<file path="src/adc_ctrl_defines.vh">
// Register offsets, field positions, write masks, reset values and mode codes
// for the converter control register file. Definitions only.
`ifndef ADC_CTRL_DEFINES_VH
`define ADC_CTRL_DEFINES_VH

`define OFS_CONTROL_A        5'h00
`define OFS_CONTROL_B        5'h01
`define OFS_CONTROL_C        5'h02
`define OFS_CONTROL_D        5'h03
`define OFS_CONTROL_E        5'h04
`define OFS_SAMPLE_LEN       5'h05
`define OFS_INPUT_SELECT     5'h06
`define OFS_COMMAND          5'h08
`define OFS_EVENT_CONTROL    5'h09
`define OFS_INT_CONTROL      5'h0a
`define OFS_INT_FLAGS        5'h0b
`define OFS_DEBUG_CONTROL    5'h0c
`define OFS_TEMP_BYTE        5'h0d
`define OFS_RESULT_LO        5'h10
`define OFS_RESULT_HI        5'h11
`define OFS_WIN_LOW_LO       5'h12
`define OFS_WIN_LOW_HI       5'h13
`define OFS_WIN_HIGH_LO      5'h14
`define OFS_WIN_HIGH_HI      5'h15
`define OFS_CALIBRATION      5'h16

`define BIT_ENABLE           0
`define BIT_RES_SELECT       2
`define BIT_STANDBY_RUN      7
`define BIT_SAMPLE_CAP       6
`define REFERENCE_SELECT_MSB           5
`define REFERENCE_SELECT_LSB           4
`define DIV_MSB              2
`define DIV_LSB              0
`define BIT_RESULT_READY     0
`define BIT_WINDOW_MATCH     1

`define MASK_CONTROL_A       8'h85
`define MASK_CONTROL_B       8'h07
`define MASK_CONTROL_C       8'h77
`define MASK_CONTROL_E       8'h07
`define MASK_SAMPLE_LEN      8'h1f
`define MASK_INPUT_SELECT    8'h1f
`define MASK_FLAGS           8'h03
`define MASK_CALIBRATION     8'h01

`define RESET_BYTE           8'h00
`define ACC_RESERVED         3'h7
`define REF_INTERNAL         2'h0
`define REF_SUPPLY           2'h1

`define WIN_NONE             3'h0
`define WIN_BELOW            3'h1
`define WIN_ABOVE            3'h2
`define WIN_INSIDE           3'h3
`define WIN_OUTSIDE          3'h4

`endif

</file>
<file path="src/adc_control_register_file.v">
// Control and configuration register file of a 10-bit successive-approximation
// converter, with a sequencer that drives the analogue core and accumulates.
// Assumes a classic Wishbone master on clk and a core that pulses coreDone.
// Operation
// - Standby halts converter unless standby-run set
// - Resolution clear: store full 10-bit values
// - Resolution set: drop two LSBs first
// - Control A bit 0 enables converter
// - Accumulate 1 to 64 samples; 7 reserved
// - Control C bit 6 selects sample capacitance
// - Reference select: internal or supply rail
// - Decode offsets 0x00-0x16, skip reserved holes
// - Prescaler divides clock by 2 to 256
// - Window compare once after final sample
// - Completion sets result-ready, clears start bit
`timescale 1ns/1ps
`default_nettype none
`include "adc_ctrl_defines.vh"

module adc_control_register_file
(
    // Clock and reset.
    input  wire        clk,
    input  wire        arst_n,
    // Wishbone slave.
    input  wire        wb_cyc_i,
    input  wire        wb_stb_i,
    input  wire        wb_we_i,
    input  wire [6:0]  wb_adr_i,
    input  wire [3:0]  wb_sel_i,
    input  wire [31:0] wb_dat_i,
    output reg  [31:0] wb_dat_o,
    output reg         wb_ack_o,
    // System state and trigger.
    input  wire        standbyActive,
    input  wire        startEvent,
    // Analogue core.
    output reg         coreStart,
    input  wire        coreDone,
    input  wire [9:0]  coreData,
    output wire        coreEnable,
    output wire        converterClockTick,
    output wire        sampleCapSelect,
    output wire [1:0]  referenceSelect,
    output wire        referenceValid,
    output wire [4:0]  inputSelect,
    output wire [4:0]  sampleLength,
    output wire [7:0]  delayControl,
    // Interrupt.
    output wire        irq
);

    reg [7:0]  controlA_reg;
    reg [7:0]  controlB_reg;
    reg [7:0]  controlC_reg;
    reg [7:0]  controlD_reg;
    reg [7:0]  controlE_reg;
    reg [7:0]  sampleLen_reg;
    reg [7:0]  inputSel_reg;
    reg        startConv_reg;
    reg        eventEnable_reg;
    reg [7:0]  intMask_reg;
    reg [7:0]  interrupt_flags_reg;
    reg [7:0]  interrupt_flags_next;
    reg        debugRun_reg;
    reg [7:0]  tempByte_reg;
    reg [15:0] result_reg;
    reg [15:0] winLow_reg;
    reg [15:0] winHigh_reg;
    reg        calibration_reg;
    reg [7:0]  divCount_reg;
    reg        busy_reg;
    reg [6:0]  sampleCount_reg;
    reg [15:0] accum_reg;
    reg        eventLast_reg;

    // Number of samples for an accumulation code; the reserved code acts as one.
    function [6:0] samplesFor;
        input [2:0] code;
        begin
            if (code == `ACC_RESERVED)
                samplesFor = 7'h01;
            else
                samplesFor = 7'h01 << code;
        end
    endfunction

    // Byte lane value at a given offset; holes and reserved bits return zero.
    function [7:0] readByte;
        input [4:0] ofs;
        begin
            case (ofs)
                `OFS_CONTROL_A:     readByte = controlA_reg;
                `OFS_CONTROL_B:     readByte = controlB_reg;
                `OFS_CONTROL_C:     readByte = controlC_reg;
                `OFS_CONTROL_D:     readByte = controlD_reg;
                `OFS_CONTROL_E:     readByte = controlE_reg;
                `OFS_SAMPLE_LEN:    readByte = sampleLen_reg;
                `OFS_INPUT_SELECT:  readByte = inputSel_reg;
                `OFS_COMMAND:       readByte = {7'h00, startConv_reg};
                `OFS_EVENT_CONTROL: readByte = {7'h00, eventEnable_reg};
                `OFS_INT_CONTROL:   readByte = intMask_reg;
                `OFS_INT_FLAGS:     readByte = interrupt_flags_reg;
                `OFS_DEBUG_CONTROL: readByte = {7'h00, debugRun_reg};
                `OFS_TEMP_BYTE:     readByte = tempByte_reg;
                `OFS_RESULT_LO:     readByte = result_reg[7:0];
                `OFS_RESULT_HI:     readByte = result_reg[15:8];
                `OFS_WIN_LOW_LO:    readByte = winLow_reg[7:0];
                `OFS_WIN_LOW_HI:    readByte = winLow_reg[15:8];
                `OFS_WIN_HIGH_LO:   readByte = winHigh_reg[7:0];
                `OFS_WIN_HIGH_HI:   readByte = winHigh_reg[15:8];
                `OFS_CALIBRATION:   readByte = {7'h00, calibration_reg};
                default:            readByte = 8'h00;
            endcase
        end
    endfunction

    // Bus decode: one byte register per aligned word, data in bits 7:0.
    // Only byte lane zero is looked at; a write with that lane disabled is
    // still acknowledged so that the master never waits on it.
    wire [4:0] regIndex  = wb_adr_i[6:2];
    wire       busReq    = wb_cyc_i & wb_stb_i & ~wb_ack_o;
    wire       byteWrite = busReq & wb_we_i & wb_sel_i[0];
    wire [7:0] wrData    = wb_dat_i[7:0];

    // Running: enabled, and either awake or allowed to run in standby.
    // Standby without the run bit is treated like a disable: the core is
    // gated off at once, so a conversion that was in flight is lost rather
    // than left half accumulated for the next wake-up.
    wire running = controlA_reg[`BIT_ENABLE]
                   & (~standbyActive | controlA_reg[`BIT_STANDBY_RUN]);

    // Prescaler: a tick every 2^(code+1) clocks.
    // The top value is formed in eight bits on purpose: for the largest code
    // the shifted constant wraps to zero and the subtraction gives 255,
    // which is the 256-clock period without a ninth counter bit.
    wire [7:0] divTop = (8'h02 << controlC_reg[`DIV_MSB:`DIV_LSB]) - 8'h01;
    assign converterClockTick = running & (divCount_reg == divTop);

    // Resolution handling happens before accumulation. The short result is
    // right-aligned, so software reads it without a shift.
    wire [9:0]  sampleValue = controlA_reg[`BIT_RES_SELECT] ?
                              {2'b00, coreData[9:2]} :
                              coreData;
    // Sixty-four full-scale samples reach 65472, so sixteen bits never overflow.
    wire [15:0] accumNext   = accum_reg + {6'h00, sampleValue};
    wire [6:0]  totalSamples = samplesFor(controlB_reg[2:0]);
    wire        lastSample  = busy_reg & coreDone
                              & (sampleCount_reg + 7'h01 == totalSamples);

    // Window comparison on the final accumulated value only.
    // Reserved mode codes compare nothing, so they can never raise the flag.
    reg winHit;
    always @*
    begin
        case (controlE_reg[2:0])
            `WIN_BELOW:   winHit = accumNext < winLow_reg;
            `WIN_ABOVE:   winHit = accumNext > winHigh_reg;
            `WIN_INSIDE:  winHit = (accumNext > winLow_reg) & (accumNext < winHigh_reg);
            `WIN_OUTSIDE: winHit = (accumNext < winLow_reg) | (accumNext > winHigh_reg);
            default:      winHit = 1'b0;
        endcase
    end

    wire eventRise = startEvent & ~eventLast_reg & eventEnable_reg;
    wire cmdStart  = byteWrite & (regIndex == `OFS_COMMAND) & wrData[0];

    // Set wins over a same-cycle write-one-to-clear.
    wire [7:0] flagSet = {6'h00, lastSample & winHit, lastSample};
    wire [7:0] flagClr = (byteWrite & (regIndex == `OFS_INT_FLAGS)) ?
                         (wrData & `MASK_FLAGS) : 8'h00;

    // Next flag state: a completion that lands in the same cycle as a
    // software clear must not be lost, so the set term is applied last.
    always @*
    begin
        interrupt_flags_next = interrupt_flags_reg & ~flagClr;
        interrupt_flags_next = interrupt_flags_next | flagSet;
    end

    // The interrupt is a level: it stays up until software clears the flag
    // or masks it, and a flag set while masked fires as soon as it is unmasked.

    assign irq               = |(interrupt_flags_reg & intMask_reg);
    assign coreEnable        = running;
    assign sampleCapSelect   = controlC_reg[`BIT_SAMPLE_CAP];
    assign referenceSelect   = controlC_reg[`REFERENCE_SELECT_MSB:`REFERENCE_SELECT_LSB];
    // Reserved reference codes are passed on but marked invalid, so the core
    // can refuse to convert against an undefined reference.
    assign referenceValid    = (referenceSelect == `REF_INTERNAL)
                               | (referenceSelect == `REF_SUPPLY);
    assign inputSelect       = inputSel_reg[4:0];
    assign sampleLength      = sampleLen_reg[4:0];
    assign delayControl      = controlD_reg;

    // Bus answer: ack one cycle after the request is taken, never back to back,
    // but a master that holds its strobe a cycle past the ack cycle gets a second ack.
    always @(posedge clk or negedge arst_n)
    begin
        if (!arst_n)
            wb_ack_o <= 1'b0;
        else
            wb_ack_o <= busReq;
    end

    // Read data is registered with the ack and then held until the next read,
    // so a slow master may still take it after the ack has dropped.
    always @(posedge clk or negedge arst_n)
    begin
        if (!arst_n)
            wb_dat_o <= 32'h00000000;
        else if (busReq & ~wb_we_i)
            wb_dat_o <= {24'h000000, readByte(regIndex)};
    end

    // Configuration registers.
    always @(posedge clk or negedge arst_n)
    begin
        if (!arst_n)
        begin
            controlA_reg    <= `RESET_BYTE;
            controlB_reg    <= `RESET_BYTE;
            controlC_reg    <= `RESET_BYTE;
            controlD_reg    <= `RESET_BYTE;
            controlE_reg    <= `RESET_BYTE;
            sampleLen_reg   <= `RESET_BYTE;
            inputSel_reg    <= `RESET_BYTE;
            eventEnable_reg <= 1'b0;
            intMask_reg     <= `RESET_BYTE;
            debugRun_reg    <= 1'b0;
            tempByte_reg    <= `RESET_BYTE;
            calibration_reg       <= 1'b0;
        end
        else if (byteWrite)
        begin
            case (regIndex)
                `OFS_CONTROL_A:     controlA_reg    <= wrData & `MASK_CONTROL_A;
                `OFS_CONTROL_B:     controlB_reg    <= wrData & `MASK_CONTROL_B;
                `OFS_CONTROL_C:     controlC_reg    <= wrData & `MASK_CONTROL_C;
                `OFS_CONTROL_D:     controlD_reg    <= wrData;
                `OFS_CONTROL_E:     controlE_reg    <= wrData & `MASK_CONTROL_E;
                `OFS_SAMPLE_LEN:    sampleLen_reg   <= wrData & `MASK_SAMPLE_LEN;
                `OFS_INPUT_SELECT:  inputSel_reg    <= wrData & `MASK_INPUT_SELECT;
                `OFS_EVENT_CONTROL: eventEnable_reg <= wrData[0];
                `OFS_INT_CONTROL:   intMask_reg     <= wrData & `MASK_FLAGS;
                `OFS_DEBUG_CONTROL: debugRun_reg    <= wrData[0];
                `OFS_TEMP_BYTE:     tempByte_reg    <= wrData;
                `OFS_CALIBRATION:   calibration_reg       <= wrData[0];
                default:            calibration_reg       <= calibration_reg;
            endcase
        end
    end

    // Window thresholds: each byte is written on its own and nothing latches
    // the other half, so software that changes a threshold between two
    // conversions may briefly compare against a mixed value.
    always @(posedge clk or negedge arst_n)
    begin
        if (!arst_n)
        begin
            winLow_reg  <= 16'h0000;
            winHigh_reg <= 16'h0000;
        end
        else if (byteWrite)
        begin
            case (regIndex)
                `OFS_WIN_LOW_LO:  winLow_reg[7:0]   <= wrData;
                `OFS_WIN_LOW_HI:  winLow_reg[15:8]  <= wrData;
                `OFS_WIN_HIGH_LO: winHigh_reg[7:0]  <= wrData;
                `OFS_WIN_HIGH_HI: winHigh_reg[15:8] <= wrData;
                default:          winLow_reg        <= winLow_reg;
            endcase
        end
    end

    // Prescaler counter; held cleared while not running to save switching.
    always @(posedge clk or negedge arst_n)
    begin
        if (!arst_n)
            divCount_reg <= 8'h00;
        else if (!running || converterClockTick)
            divCount_reg <= 8'h00;
        else
            divCount_reg <= divCount_reg + 8'h01;
    end

    // Edge detector for the trigger input; it resets to the idle low level, so a trigger
    // already high when reset ends looks like a rising edge until the first clock.
    always @(posedge clk or negedge arst_n)
    begin
        if (!arst_n)
            eventLast_reg <= 1'b0;
        else
            eventLast_reg <= startEvent;
    end

    // Interrupt flags.
    always @(posedge clk or negedge arst_n)
    begin
        if (!arst_n)
            interrupt_flags_reg <= `RESET_BYTE;
        else
            interrupt_flags_reg <= interrupt_flags_next;
    end

    // Conversion sequencer. A start request is first latched into the command
    // bit and the core is started one cycle later, so software always sees the
    // bit set before the conversion can complete.
    always @(posedge clk or negedge arst_n)
    begin
        if (!arst_n)
        begin
            startConv_reg   <= 1'b0;
            busy_reg        <= 1'b0;
            coreStart       <= 1'b0;
            sampleCount_reg <= 7'h00;
            accum_reg       <= 16'h0000;
            result_reg      <= 16'h0000;
        end
        else
        begin
            coreStart     <= 1'b0;
            if (!running)
            begin
                // A disabled or halted converter drops any conversion in flight.
                busy_reg      <= 1'b0;
                startConv_reg <= 1'b0;
            end
            else if (!busy_reg)
            begin
                if (startConv_reg)
                begin
                    busy_reg        <= 1'b1;
                    coreStart       <= 1'b1;
                    sampleCount_reg <= 7'h00;
                    accum_reg       <= 16'h0000;
                end
                else if (cmdStart || eventRise)
                begin
                    // The command bit reads back as one for the whole conversion.
                    startConv_reg <= 1'b1;
                end
            end
            else if (coreDone)
            begin
                if (lastSample)
                begin
                    result_reg    <= accumNext;
                    busy_reg      <= 1'b0;
                    startConv_reg <= 1'b0;
                end
                else
                begin
                    accum_reg       <= accumNext;
                    sampleCount_reg <= sampleCount_reg + 7'h01;
                    coreStart       <= 1'b1;
                end
            end
        end
    end

endmodule
`default_nettype wire

</file>
<file path="config.mk">
export PLATFORM = sky130hd
export DESIGN_NAME = adc_control_register_file
export DESIGN_NICKNAME = d
export VERILOG_FILES = /design/src/adc_control_register_file.v
export VERILOG_INCLUDE_DIRS = /design/src
export SDC_FILE = /design/constraint.sdc
export NUM_CORES = 1
export LEC_CHECK = 0
export BUFFER_PORTS_ARGS = -buffer_cell sky130_fd_sc_hd__buf_2
export CAP_MARGIN = 20
export CORE_ASPECT_RATIO = 1.5
export CORE_UTILIZATION = 40
export DETAILED_ROUTE_END_ITERATION = 7
export GPL_ROUTABILITY_DRIVEN = 0
export SLEW_MARGIN = 5
export SYNTH_ARGS = -nofsm -noshare
export SYNTH_HDL_FRONTEND = slang
export SYNTH_SLANG_ARGS = --single-unit
export TNS_END_PERCENT = 10
</file>
<file path="constraint.sdc">
create_clock -name clk -period 10.85 [get_ports clk]
set_clock_uncertainty 0.15 [all_clocks]
set_input_delay 1.085 -clock clk [delete_from_list [all_inputs] [get_ports clk]]
set_output_delay 1.085 -clock clk [all_outputs]
set_load 0.02 [all_outputs]
</file>
* Word level (Yosys, flattened, before mapping)
Cells that the tools add are included. W data, S select, Z words.
Operators by class: muxes and demuxes 28, reduce and logical (&&, ||, !) cells 26, $add $sub $neg 4, order comparisons 4, bitwise gates (word level) 27, equal/unequal tests 31, shifts and indexed selects 2
Operators by type and width (count):
- $pmux W8 S20 | 1
- $mux W16 | 4
- $eq A5 B5 Y1 const B | 7
- $mux W7 | 5
- $reduce_and A2 Y1 | 17
- $gt A16 B16 Y1 | 2
- $lt A16 B16 Y1 | 2
- $eq A5 B4 Y1 const B | 6
- $add A16 B10 Y16 | 1
- $and A1 B1 Y1 | 16
- $eq A5 B3 Y1 const B | 3
- $mux W1 | 14
- $eq A5 B2 Y1 const B | 2
- $mux W10 | 1
- $add A8 B1 Y8 const B | 1
- $and A8 B2 Y8 | 1
- $and A8 B8 Y8 | 1
- $eq A8 B8 Y1 | 1
- $mux W8 | 1
- $not A2 Y8 | 1
- $or A8 B2 Y8 | 1
- $reduce_and A4 Y1 | 2
- $reduce_or A8 Y1 | 1
- $shl A2 B3 Y8 const A | 1
- other kinds (21) | 30
Word-level totals: bits of input ports 61, register bits after elaboration 146

* Longest topological paths before layout
Gate-level depths: netlist of the first run.
depth in word-level cells 11, gate-level depth with buffers 19

* Least setup slack after synthesis of the first run
OpenSTA, ideal clock, no wires.
path type input to register, start point input coreData[2], end point register interrupt_flags_reg[1], data arrival time 4.461 ns, cell stages on the path 16, buffers on the path 0, setup time 0.130 ns, setup slack 6.108 ns, cell sequence mux2_2 -> ha_1 -> inv_1 -> fa_1 -> nor2b_1 -> o2111ai_1 -> a31oi_1 -> a41o_1 -> nand4_1 -> xnor2_1 -> ha_1 -> nand4_1 -> or4_1 -> o311a_1 -> o41ai_1 -> a21oi_1
Between the ends: cells in the longest elaborated chain, start to end 7
RTL lines:
- start, declared | line adc_control_register_file.v:40 | input wire [9:0] coreData,
- $mux W10 (*) | line adc_control_register_file.v:142 | wire [9:0] sampleValue = controlA_reg[`BIT_RES_SELECT] ?
- $add A16 B10 Y16 (*) | line adc_control_register_file.v:146 | wire [15:0] accumNext = accum_reg + {6'h00, sampleValue};
- named net accumNext[14] | line adc_control_register_file.v:146
- $lt A16 B16 Y1, or another cell as far along | line adc_control_register_file.v:157, adc_control_register_file.v:160
- $or A1 B1 Y1 / $and A1 B1 Y1 (equally long branches) | line adc_control_register_file.v:160, adc_control_register_file.v:159
- $pmux W1 S4 (*) | line adc_control_register_file.v:156 | case (controlE_reg[2:0])
- $and A1 B1 Y1 (*) | line adc_control_register_file.v:169 | wire [7:0] flagSet = {6'h00, lastSample & winHit, lastSample};
- $or A8 B2 Y8 (*) | line adc_control_register_file.v:178 | interrupt_flags_next = interrupt_flags_next | flagSet;
- named net interrupt_flags_next[1] | line adc_control_register_file.v:64 | reg [7:0] interrupt_flags_next;
- end signal, assigned | line adc_control_register_file.v:301 | interrupt_flags_reg <= `RESET_BYTE;
- end signal, assigned | line adc_control_register_file.v:303 | interrupt_flags_reg <= interrupt_flags_next;
- end, declared | line adc_control_register_file.v:63 | reg [7:0] interrupt_flags_reg;
The timed path passes the listed nets; every way through them passes the cells marked *. A chain may end at the register's enable or synchronous reset.

* Final worst setup path of the first run
start point register controlA_reg[2], end point register interrupt_flags_reg[1]
Between the ends: cells in the longest elaborated chain, start to end 7
RTL lines:
- start, declared | line adc_control_register_file.v:53 | reg [7:0] controlA_reg;
- start signal, assigned | line adc_control_register_file.v:221 | controlA_reg <= `RESET_BYTE;
- start signal, assigned | line adc_control_register_file.v:237 | `OFS_CONTROL_A: controlA_reg <= wrData & `MASK_CONTROL_A;
- $mux W10 (*) | line adc_control_register_file.v:142
- $add A16 B10 Y16 (*) | line adc_control_register_file.v:146
- named net accumNext[14] | line adc_control_register_file.v:146
- $lt A16 B16 Y1, or another cell as far along | line adc_control_register_file.v:157, adc_control_register_file.v:160
- $or A1 B1 Y1 / $and A1 B1 Y1 (equally long branches) | line adc_control_register_file.v:160, adc_control_register_file.v:159
- $pmux W1 S4 (*) | line adc_control_register_file.v:156
- $and A1 B1 Y1 (*) | line adc_control_register_file.v:169
- $or A8 B2 Y8 (*) | line adc_control_register_file.v:178
- named net interrupt_flags_next[1] | line adc_control_register_file.v:64
Marked as above.

==> reports/metrics.yaml, run 1 <==
placement:
  placed_cells: 1140
  dp_hpwl_um: 16200
  portBuffers: 66
  place_ws_ps: 5350
logic_synthesis:
  synth_cell_types: 68
  syn_area_per_cell_um2: 9.90
  seq_area_frac_synth_pct: 42.1
  synthAdderAreaFrac_pct: 7.01
  synth_top_cell_by_area: "dfrtp_1"
  ys_ff_latch: 140
  synth_top_family_by_area: "compound AO/OA/AOI/OAI gates"
  synth_edf_count: 0
  synth_area_um2: 8310
  synth_compound_area_share_pct: 16.1
  async_flop_share_pct: 100
  synth-simple-area-share_pct: 14.3
  yosys.area_share.xor_xnor_pct: 3.37
  synth_top_cell_area_share_pct: 42.1
  synth_flop_cell: "dfrtp_1"
  synth.area.top_cells: "dfrtp_1 42%, mux2_2 8.3%, ha_1 6.8%"
  yosys-mux-area-fraction_pct: 10.8
  synthCells: 840
  yosysWarnings: 0
drt:
  wl_per_cell_um: 18.8
  ant_nets: 0
  vias: 6525
  drcViolationCount: 0
  firstDrtPassIters: 5
  via_per_inst: 5.56
  routed_wl_um: 22000
  drt-initial-drc-count: 327
finish:
  final_cells: 1173
  layout-area-overhead-vs-synth_pct: 13.7
  num_antenna_cells: 0
  fin_util_pct: 46.3
  layout_common_cells: "140 x dfrtp_1, 76 x nand2_1, 65 x buf_2, 64 x o21ai_0, 61 x mux2_2"
  drive_gt1_share_pct: 21.0
  final_common_cell: "dfrtp_1"
  layout.nets: 1003
  nFillCells: 1959
critical_path:
  path_cells: "mux2_2 -> ha_1 -> inv_1 -> fa_1 -> nor2b_1 -> o2111ai_1 -> a31oi_1 -> a41o_1 -> nand4_1 -> xnor2_1 -> ha_1 -> nand4_1 -> or4_1 -> o211ai_1 -> nor4_1 -> o41ai_1 -> a21oi_1"
  end_kind: "flip-flop"
  cp.required_ps: 11010
  worst_path_max_delay_cell: "dfrtp_1"
  worstPathMaxFanout: 12
  crit_type: "reg -> reg"
  critPathMaxStageDelay_ps: 670
  crit_family: "compound AO/OA/AOI/OAI gates"
  start_kind: "flip-flop"
  worst_ep_arrival_time_ps: 5310
  path_buf_inv: 1
power_and_ir_drop:
  peakVddDrop_v: 0.000127
  p_leak_nw: 4.58
  combinationalPowerShare_pct: 9.5
  p_seq_share_pct: 42.6
  p_per_area_nw_per_um2: 138
  switching_share_pct: 25.3
  p_switching_uw: 331
  clockPowerShare_pct: 47.9
  internal_power_uw: 977
clocking:
  cts_tree: "done"
  clkLatencyLatePin_ps: 440
  cts_resized: 0
  cts_buffers: 17
  cts_hold_buf: 0
  clk_path_buf_depth: 2
  clock_sinks: 140
  postCtsSetupBuffers: 0
  htreeDepth: 4
  cts-root-buf: "clkbuf_16"
  clk_pin_slew_ps: 60
global_route:
  grt_max_degree: 81
  grt_pass1_vias: 6312
  grt_antenna_before_repair: 0
  grt_util_all_layers_pct: 21.7
  grt_overflow_total: 0
  grt_pass1_wl_um: 34700
timing:
  max_freq_ghz: 0.194
  grt_setup_unrepaired: "no"
  timing.final.crit_share_pct: 47.5
  fin_ws_ps: 5700
  drv_slew: 0
  setup_viol: 0
  hold_viol_final: 0
  worst_slew_pin_slew_ps: 1140
  fin_crit_ps: 5150
  slew_headroom_pct: 23.7
  whs_ps: 307
  setup_tns_ps: 0
run_status:
  status: "complete, no violations"
floorplan:
  core_area_um2: 20400
  core.rowCount: 64
  ios: 120
  initial_core_util_pct: 40.7
  die_width_um: 120
  dieArea_um2: 21400
  die_h_um: 179
hold_path:
  hold_class: "reg -> reg"
run:
  maxCapViolations: 0
[cell usage after synthesis (all sizes together), types with 5 or more instances]
library cell / count
o21ai: 64
nand2b: 6
o211ai: 5
nor2b: 6
inv: 45
nand3b: 5
a22o: 12
a221oi: 9
a31o: 8
a31oi: 5
nand4: 13
a21o: 6
nand3: 28
o21a: 9
a21oi: 24
xor2: 13
dfrtp: 140
buf: 33
nand2: 77
or3: 6
nor2: 47
xnor2: 19
o31ai: 5
and2: 9
and3: 5
mux2: 72
ha: 45
nor3: 21
clkbuf: 28
a22oi: 26
[power by group through the flow]
stage	clock network (mW)	registers (mW)	logic, mW
2_1_floorplan	0	0.567	0.0817
3_3_place_gp	0	0.566	0.122
3_5_place_dp	0	0.567	0.123
4_1_cts	0.643	0.557	0.124
5_1_grt	0.659	0.560	0.140
6_report	0.627	0.557	0.124
[per-stage QoR]
stage | area [um2] | power [mW]
3_5_place_dp | 8790 | 0.690
3_3_place_gp | 8790 | 0.688
2_1_floorplan | 8400 | 0.649
5_1_grt | 9450 | 1.36
4_1_cts | 9430 | 1.32
6_report | 9450 | 1.31
[path summary, 6_finish.rpt]
check | startpoint | endpoint | slack [ps] | cells past startpoint
max in group asynchronous | arst_n | result_reg[14] | 9040 | 3
hold / removal | wb_ack_o | wb_ack_o | 310 | 1
setup / recovery | controlA_reg[2] | interrupt_flags_reg[1] | 5700 | 17
min in group asynchronous | arst_n | wb_dat_o[0] | 480 | 1
setup reg to reg | controlA_reg[2] | interrupt_flags_reg[1] | 5700 | 17
hold reg to reg | wb_ack_o | wb_ack_o | 310 | 1
[layer usage]
| layer | vias up | GRT usage (%) | routed length [um] |
|---|---|---|---|
| met3 | 42 | 3.58 | 935 |
| met4 | 0 | 9.32 | 632 |
| met5 | - | 0 | 0 |
| met2 | 193 | 39.1 | 11500 |
| met1 | 3182 | 25.2 | 8920 |
| li1 | 3108 | - | - |
[cell type report]
class / count / area (um2) / area share (%)
inverter: 45 / 169 / 1.79
timing repair buffer: 75 / 424 / 4.49
sequential: 140 / 3500 / 37.1
tap: 264 / 330 / 3.49
clock inverter: 13 / 189 / 2.00
multi-input combinational: 617 / 4400 / 46.5
clock buffer: 19 / 443 / 4.69
[cells by family (layout without fill, tap and decap cells)]
logic type | after synthesis | count (layout)
adders and majority gates | 46 | 46
and+or+nand+nor | 242 | 242
DFF | 140 | 140
other | 1 | 24
buffers and inverters | 106 | 152
AOI/OAI and AO/OA | 197 | 197
muxes | 76 | 76
xor gates and xnor gates | 32 | 32
(Power assumes the default switching activity.)
==> inputs of run 2 (changes only) <==
ABC_AREA = 1   (was unset)
clock period = 4.5 ns   (was 10.85 ns; I/O delays follow)
==> run 2 against run 1 <==
Effect of this change:
- critical path depth up 10
- synthesized cell count up 37%
- sequential power up 140%
- non-clock buffer count down 1
- global-route usage up 1.0 points
- routed wire length up 5.2%
- critical endpoint unchanged
- largest cell class unchanged
==> reports/metrics.yaml, run 2 <==
floorplan:
  ios: 120  # unchanged
  die_h_um: 181  # +1.4%
  initial_core_util_pct: 40.7  # about the same
  die_width_um: 121  # +1.4%
  dieArea_um2: 22000  # +2.8%
  core.rowCount: 65  # +1.6%
  core_area_um2: 21000  # +2.8%
logic_synthesis:
  synth.area.top_cells: "dfrtp_1 41%, nand2_1 15%, ha_1 6.6%"
  synth_area_um2: 8550  # +2.8%
  seq_area_frac_synth_pct: 41.0  # -1.2 points
  yosys.area_share.xor_xnor_pct: 2.87  # -0.50 points
  ys_top_cells_by_count: "346 x nand2_1, 150 x inv_1, 140 x dfrtp_1"
  synth_compound_area_share_pct: 13.3  # -2.8 points
  syn_area_per_cell_um2: 7.41  # -25%
  yosys.cell_count.top_type: "nand2_1"
  synth_top_cell_area_share_pct: 41.0  # -1.2 points
  synth_top_family_by_area: "simple AND/OR/NAND/NOR gates"
  synthCells: 1153  # +37%
  async_flop_share_pct: 100  # unchanged
  yosys-mux-area-fraction_pct: 0  # -11 points
  synth_edf_count: 0  # unchanged
  synth-simple-area-share_pct: 25.2  # +11 points
  synth_flop_cell: "dfrtp_1"
  yosysWarnings: 0  # unchanged
  synth_top_cell_by_area: "dfrtp_1"
  synthAdderAreaFrac_pct: 6.82  # -0.19 points
  synth_cell_types: 46  # -32%
  ys_ff_latch: 140  # unchanged
global_route:
  grt_util_all_layers_pct: 22.7  # +1.0 points
  grt_antenna_before_repair: 0  # unchanged
  grt_pass1_vias: 7232  # +15%
  grt_pass1_wl_um: 38000  # +9.6%
  grt_max_degree: 82  # +1.2%
  grt_overflow_total: 0  # unchanged
timing:
  setup_tns_ps: 0  # unchanged
  grt_setup_unrepaired: "no"
  slew_headroom_pct: 41.0  # +17 points
  hold_viol_final: 0  # unchanged
  worst_slew_pin_slew_ps: 885  # -256 ps
  timing.final.crit_share_pct: 87.9  # +40 points
  drv_slew: 0  # unchanged
  setup_viol: 0  # unchanged
  max_freq_ghz: 0.253  # +30%
  fin_crit_ps: 3950  # -1200 ps
drt:
  wl_met2_um: 11600  # +0.35%
  firstDrtPassIters: 5  # unchanged
  vias: 7528  # +15%
  drcViolationCount: 0  # unchanged
  routed_wl_um: 23100  # +5.2%
  dr.max_layer_used: "met4"
  wl_per_cell_um: 15.4  # -18%
  drt-initial-drc-count: 429  # +31%
  ant_nets: 0  # unchanged
  via_per_inst: 5.02  # -9.8%
  wl_met3_um: 849  # -9.2%
  wl_met1_um: 9840  # +10%
power_and_ir_drop:
  internal_power_mw: 2.43  # +150%
  peakVddDrop_v: 0.000235  # +86%
  clockPowerShare_pct: 49.1  # +1.2 points
  p_seq_share_pct: 40.9  # -1.7 points
  combinationalPowerShare_pct: 10.0  # +0.5 points
  p_switching_uw: 815  # +150%
  p_leak_nw: 4.83  # +5.4%
  p_per_area_nw_per_um2: 334  # +140%
  switching_share_pct: 25.1  # -0.23 points
critical_path:
  worst_path_max_delay_cell: "fa_1"
  worstSetupEndpoint: "interrupt_flags_reg[1]"
  r2r_start: "controlA_reg[2]"
  crit_family: "simple AND/OR/NAND/NOR gates"
  path_buf_inv: 4  # +3
  worstPathMaxFanout: 7  # -5
  r2r_cells: 27  # +10
  crit_top_cell: "nand2_1"
  crit_type: "reg -> reg"
  worst-r2r-setup-slack_ps: 550  # -5150 ps
  setup.worst_path.start: "controlA_reg[2]"
  worst_ep_arrival_time_ps: 4130  # -1180 ps
  start_kind: "flip-flop"
  timing.rr.end: "interrupt_flags_reg[1]"
  cp.depth: 27  # +10
  critPathMaxStageDelay_ps: 390  # -280 ps
  end_kind: "flip-flop"
  cp.required_ps: 4680  # -6330 ps
finish:
  num_antenna_cells: 0  # unchanged
  layout.nets: 1326  # +32%
  layout_common_cells: "346 x nand2_1, 150 x inv_1, 140 x dfrtp_1, 100 x o21ai_0, 76 x nor2_1"
  drive_gt1_share_pct: 10.1  # -11 points
  fin_util_pct: 46.3  # about the same
  layout-area-overhead-vs-synth_pct: 13.6
  final_common_cell: "nand2_1"
  design_area_um2: 9710  # +2.7%
clocking:
  clock_sinks: 140  # unchanged
  clk_path_buf_depth: 2  # unchanged
  cts_buffers: 17  # unchanged
  clkLatencyLatePin_ps: 440  # about the same
  htreeDepth: 4  # unchanged
  cts-root-buf: "clkbuf_16"
  cts_resized: 0  # unchanged
  postCtsSetupBuffers: 0  # unchanged
  cts_tree: "done"
  clk_pin_slew_ps: 70  # about the same
placement:
  dp_hpwl_um: 17500  # +7.8%
  place_area_um2: 9020  # +2.5%
  portBuffers: 66  # unchanged
hold_path:
  hold_class: "in -> reg"
  worstHoldStart: "wb_dat_i[0]"
run:
  maxCapViolations: 0  # unchanged
run_status:
  status: "complete, no violations"
-- run 2: worst register-to-register path: stages, from the launching register on --
cell and delay [ps]:
dfrtp_1 370, inv_1 200, nand2_1 70, o21ai_0 100, ha_1 240, inv_1 70, fa_1 390, inv_1 100
nand3_1 70, nand2_1 130, nand2_1 80, nand2_1 100, nand3_1 70, nand2_1 100, xor2_1 340, ha_1 300
nand2_1 80, nor2_1 70, nand2_1 100, inv_1 50, nand2_1 70, nand3_1 70, o21bai_1 130, nand2_1 60
nand2_1 60, nand3_1 130, nand2_1 90, nand2_1 40
-- run 2: worst min path at each step --
stage / cells past startpoint / slack (ps) / end
after floorplan: 0 / 4 / accum_reg[0]
after global placement: 1 / 290 / wb_ack_o
after detailed placement: 1 / 290 / wb_ack_o
after CTS: 3 / 80 / calibration_reg
after global routing: 3 / 120 / calibration_reg
final: 3 / 90 / calibration_reg
-- run 2: per-stage QoR --
stage                     std cells  power, mW  setup slack (ps)  hold WS [ps]
after CTS                      1500       3.27               551          83.6
after floorplan                1176       1.57              1200          4.41
after global routing           1500       3.38               123           116
after detailed placement       1466       1.67               507           294
after global placement         1466       1.67               540           289
final                          1500       3.25               546          90.8
-- run 2: routing by layer --
layer,track usage (%),vias up
li1,-,3793
met1,27.4,3463
met2,39.0,219
met3,3.60,53
met4,10.7,0
met5,0,-
-- run 2: repair_timing --
| action | in CTS | in global routing |
|---|---|---|
| hold endpoints to repair | 80 | 0 |
| endpoints found under the setup margin | 0 | 0 |
| hold buffers | 2 | 0 |
-- run 2: power groups by stage --
stage | Clock (mW) | Combinational [mW] | Sequential, mW
2_1_floorplan | 0 | 0.212 | 1.36
3_3_place_gp | 0 | 0.319 | 1.35
3_5_place_dp | 0 | 0.323 | 1.35
4_1_cts | 1.62 | 0.327 | 1.33
5_1_grt | 1.68 | 0.371 | 1.33
6_report | 1.59 | 0.323 | 1.33
-- run 2: cells by family after synthesis --
logic type,count (synthesis)
flops,140
fa+ha+maj,46
xor+xnor,28
buf+inv,206
compound gates,212
other cells,1
simple gates,520
-- run 2: cell type report --
type | count | area, um2
fillers | 2169 | 11300
multi-input cells | 830 | 4210
flip-flops and latches | 140 | 3500
inverters | 156 | 586
clock buffers | 24 | 522
repair buffers | 74 | 402
well taps | 268 | 335
clock inverters | 8 | 150
==> inputs of run 3 (changes only) <==
CELL_PAD_IN_SITES_DETAIL_PLACEMENT = 0   (was unset)
CELL_PAD_IN_SITES_GLOBAL_PLACEMENT = 1   (was unset)
CORE_UTILIZATION = 38   (was 40)
PLACE_DENSITY_LB_ADDON = 0.1   (was unset)
==> run 3 against run 2 <==
Effect of this change:
- the flow now finishes with violations (negative hold slack)
- fmax down 0.33%
- register-to-register slack is essentially flat
- count of clock-buffer cells in the layout down 3
- via count decreased by 2.0%
==> reports/metrics.yaml, run 3 (synthesis gave the netlist of run 2 again) <==
run_status:
  status: "finished, violations left"
  violations: "negative hold slack"
global_route:
  grt_overflow_total: 0  # unchanged
  grt-busiest-layer: "met2"
  grt_pass1_wl_um: 40400  # +6.4%
  met3_usage_pct: 3.62  # +0.023 points
  met2_usage_pct: 41.0  # +2.0 points
  grt_antenna_before_repair: 0  # unchanged
  grt_util_met1_pct: 27.0  # -0.33 points
  grt_pass1_vias: 7408  # +2.4%
  grt_util_all_layers_pct: 23.0  # +0.32 points
  grt_max_degree: 97  # +18%
placement:
  dp_hpwl_um: 19000  # +9.0%
  place_area_um2: 9020  # about the same
  portBuffers: 66  # unchanged
finish:
  layout_common_cells: "346 x nand2_1, 150 x inv_1, 140 x dfrtp_1, 100 x o21ai_0, 76 x nor2_1"
  multiInputGateArea_um2: 4210  # unchanged
  seqCellArea_um2: 3500  # unchanged
  design_area_um2: 9640  # -0.71%
  nFillCells: 2329  # +7.4%
  final_common_cell: "nand2_1"
  layout.nets: 1325  # -0.075%
  num_antenna_cells: 0  # unchanged
  drive_gt1_share_pct: 9.85  # -0.22 points
  layout-area-overhead-vs-synth_pct: 12.8
drt:
  vias: 7378  # -2.0%
  routed_wl_um: 25100  # +8.3%
  drcViolationCount: 0  # unchanged
  drt-initial-drc-count: 372  # -13%
  firstDrtPassIters: 4  # -1
  via_per_inst: 4.92  # -2.1%
  ant_nets: 0  # unchanged
  wl_per_cell_um: 16.7  # +8.2%
timing:
  hold_viol_final: 21  # +21
  max_freq_ghz: 0.252  # -0.33%
  drv_slew: 0  # unchanged
  worst_slew_pin_slew_ps: 940  # +55.4 ps
  setup_viol: 0  # unchanged
  fin_crit_ps: 3970  # +13.0 ps
  slew_headroom_pct: 37.3  # -3.7 points
  timing.final.crit_share_pct: 88.2  # +0.29 points
  grt_setup_unrepaired: "no"
  whs_ps: -37.1  # -128 ps
  setup_tns_ps: 0  # unchanged
critical_path:
  critPathMaxStageDelay_ps: 390  # about the same
  crit_family: "simple AND/OR/NAND/NOR gates"
  start_kind: "flip-flop"
  crit_top_cell: "nand2_1"
  worst_path_max_delay_cell: "fa_1"
  path_buf_inv: 4  # unchanged
  end_kind: "flip-flop"
  cp.required_ps: 4670  # about the same
  worstPathMaxFanout: 7  # unchanged
  crit_type: "reg -> reg"
  worst_ep_arrival_time_ps: 4140  # about the same
clocking:
  htreeDepth: 4  # unchanged
  postCtsSetupBuffers: 0  # unchanged
  clk_path_buf_depth: 2  # unchanged
  cts_tree: "done"
  clk_pin_slew_ps: 60  # about the same
  cts_resized: 0  # unchanged
  clock_sinks: 140  # unchanged
  clkLatencyLatePin_ps: 430  # about the same
  cts-root-buf: "clkbuf_16"
  cts_buffers: 17  # unchanged
hold_path:
  hold_class: "in -> async"
floorplan:
  initial_core_util_pct: 39.1  # -1.7 points
  core_area_um2: 21900  # +4.3%
  ios: 120  # unchanged
  die_h_um: 186  # +2.6%
  die_width_um: 124  # +2.6%
  dieArea_um2: 23100  # +5.2%
  core.rowCount: 66  # +1.5%
run:
  maxCapViolations: 0  # unchanged
power_and_ir_drop:
  p_leak_nw: 4.79  # -0.79%
  p_per_area_nw_per_um2: 326  # -2.4%
  peakVddDrop_v: 0.000234  # -0.32%
## run 3: worst paths after layout
kind,from,endpoint,slack [ps],cells past startpoint
min reg2reg,wb_ack_o,wb_ack_o,310,1
max,controlA_reg[2],interrupt_flags_reg[1],530,27
min in group clk,wb_stb_i,wb_ack_o,100,3
max in group asynchronous,arst_n,eventEnable_reg,3280,2
min,arst_n,controlC_reg[5],-40,1
max reg2reg,controlA_reg[2],interrupt_flags_reg[1],530,27
## run 3: worst reg2reg max path, stage by stage (launching register included)
cell      delay, ps
dfrtp_1         370
inv_1           190
nand2_1          70
o21ai_0          90
ha_1            230
inv_1            70
fa_1            390
inv_1            90
nand3_1          70
nand2_1         130
nand2_1          80
nand2_1         120
nand3_1          80
nand2_1          80
xor2_1          340
ha_1            310
nand2_1          80
nor2_1           70
nand2_1         100
inv_1            50
nand2_1          70
nand3_1          70
o21bai_1        140
nand2_1          70
nand2_1          60
nand3_1         150
nand2_1         110
nand2_1          50
## run 3: what timing repair did
action,CTS,global route
hold buffers,1,0
hold endpoints to repair,1,0
setup endpoints to repair,0,0
## run 3: area by class of cell
| cell class | count | area share (%) |
|---|---|---|
| clock buffers | 21 | 4.88 |
| clock inverters | 9 | 1.43 |
| inverters | 156 | 6.07 |
| multi-input cells | 830 | 43.7 |
| flip-flops and latches | 140 | 36.3 |
| well taps | 272 | 3.53 |
| repair buffers | 73 | 4.06 |
## run 3: where the power goes
part           switching [mW]  internal, mW  total (mW)
logic                   0.226        0.0988       0.325
registers              0.0316          1.30        1.33
clock network           0.577         0.913        1.49
## run 3: through the flow
stage / util, % / instances / setup slack, ps / power (mW)
final: 44.1 / 1501 / 533 / 3.15
after global routing: 44.1 / 1501 / 26.7 / 3.27
after floorplan: - / 1176 / 1200 / 1.57
after detailed placement: 41.2 / 1470 / 465 / 1.68
after CTS: 44.1 / 1501 / 498 / 3.17
after global placement: 41.2 / 1470 / 507 / 1.68
## run 3: routing by layer
| metal | share of wire (%) | up-vias | wire length (um) |
|---|---|---|---|
| met5 | 0 | - | 0 |
| met4 | 3.5 | 0 | 872 |
| met3 | 3.1 | 42 | 765 |
| met2 | 50 | 154 | 12500 |
| met1 | 44 | 3391 | 10900 |
| li1 | - | 3791 | - |
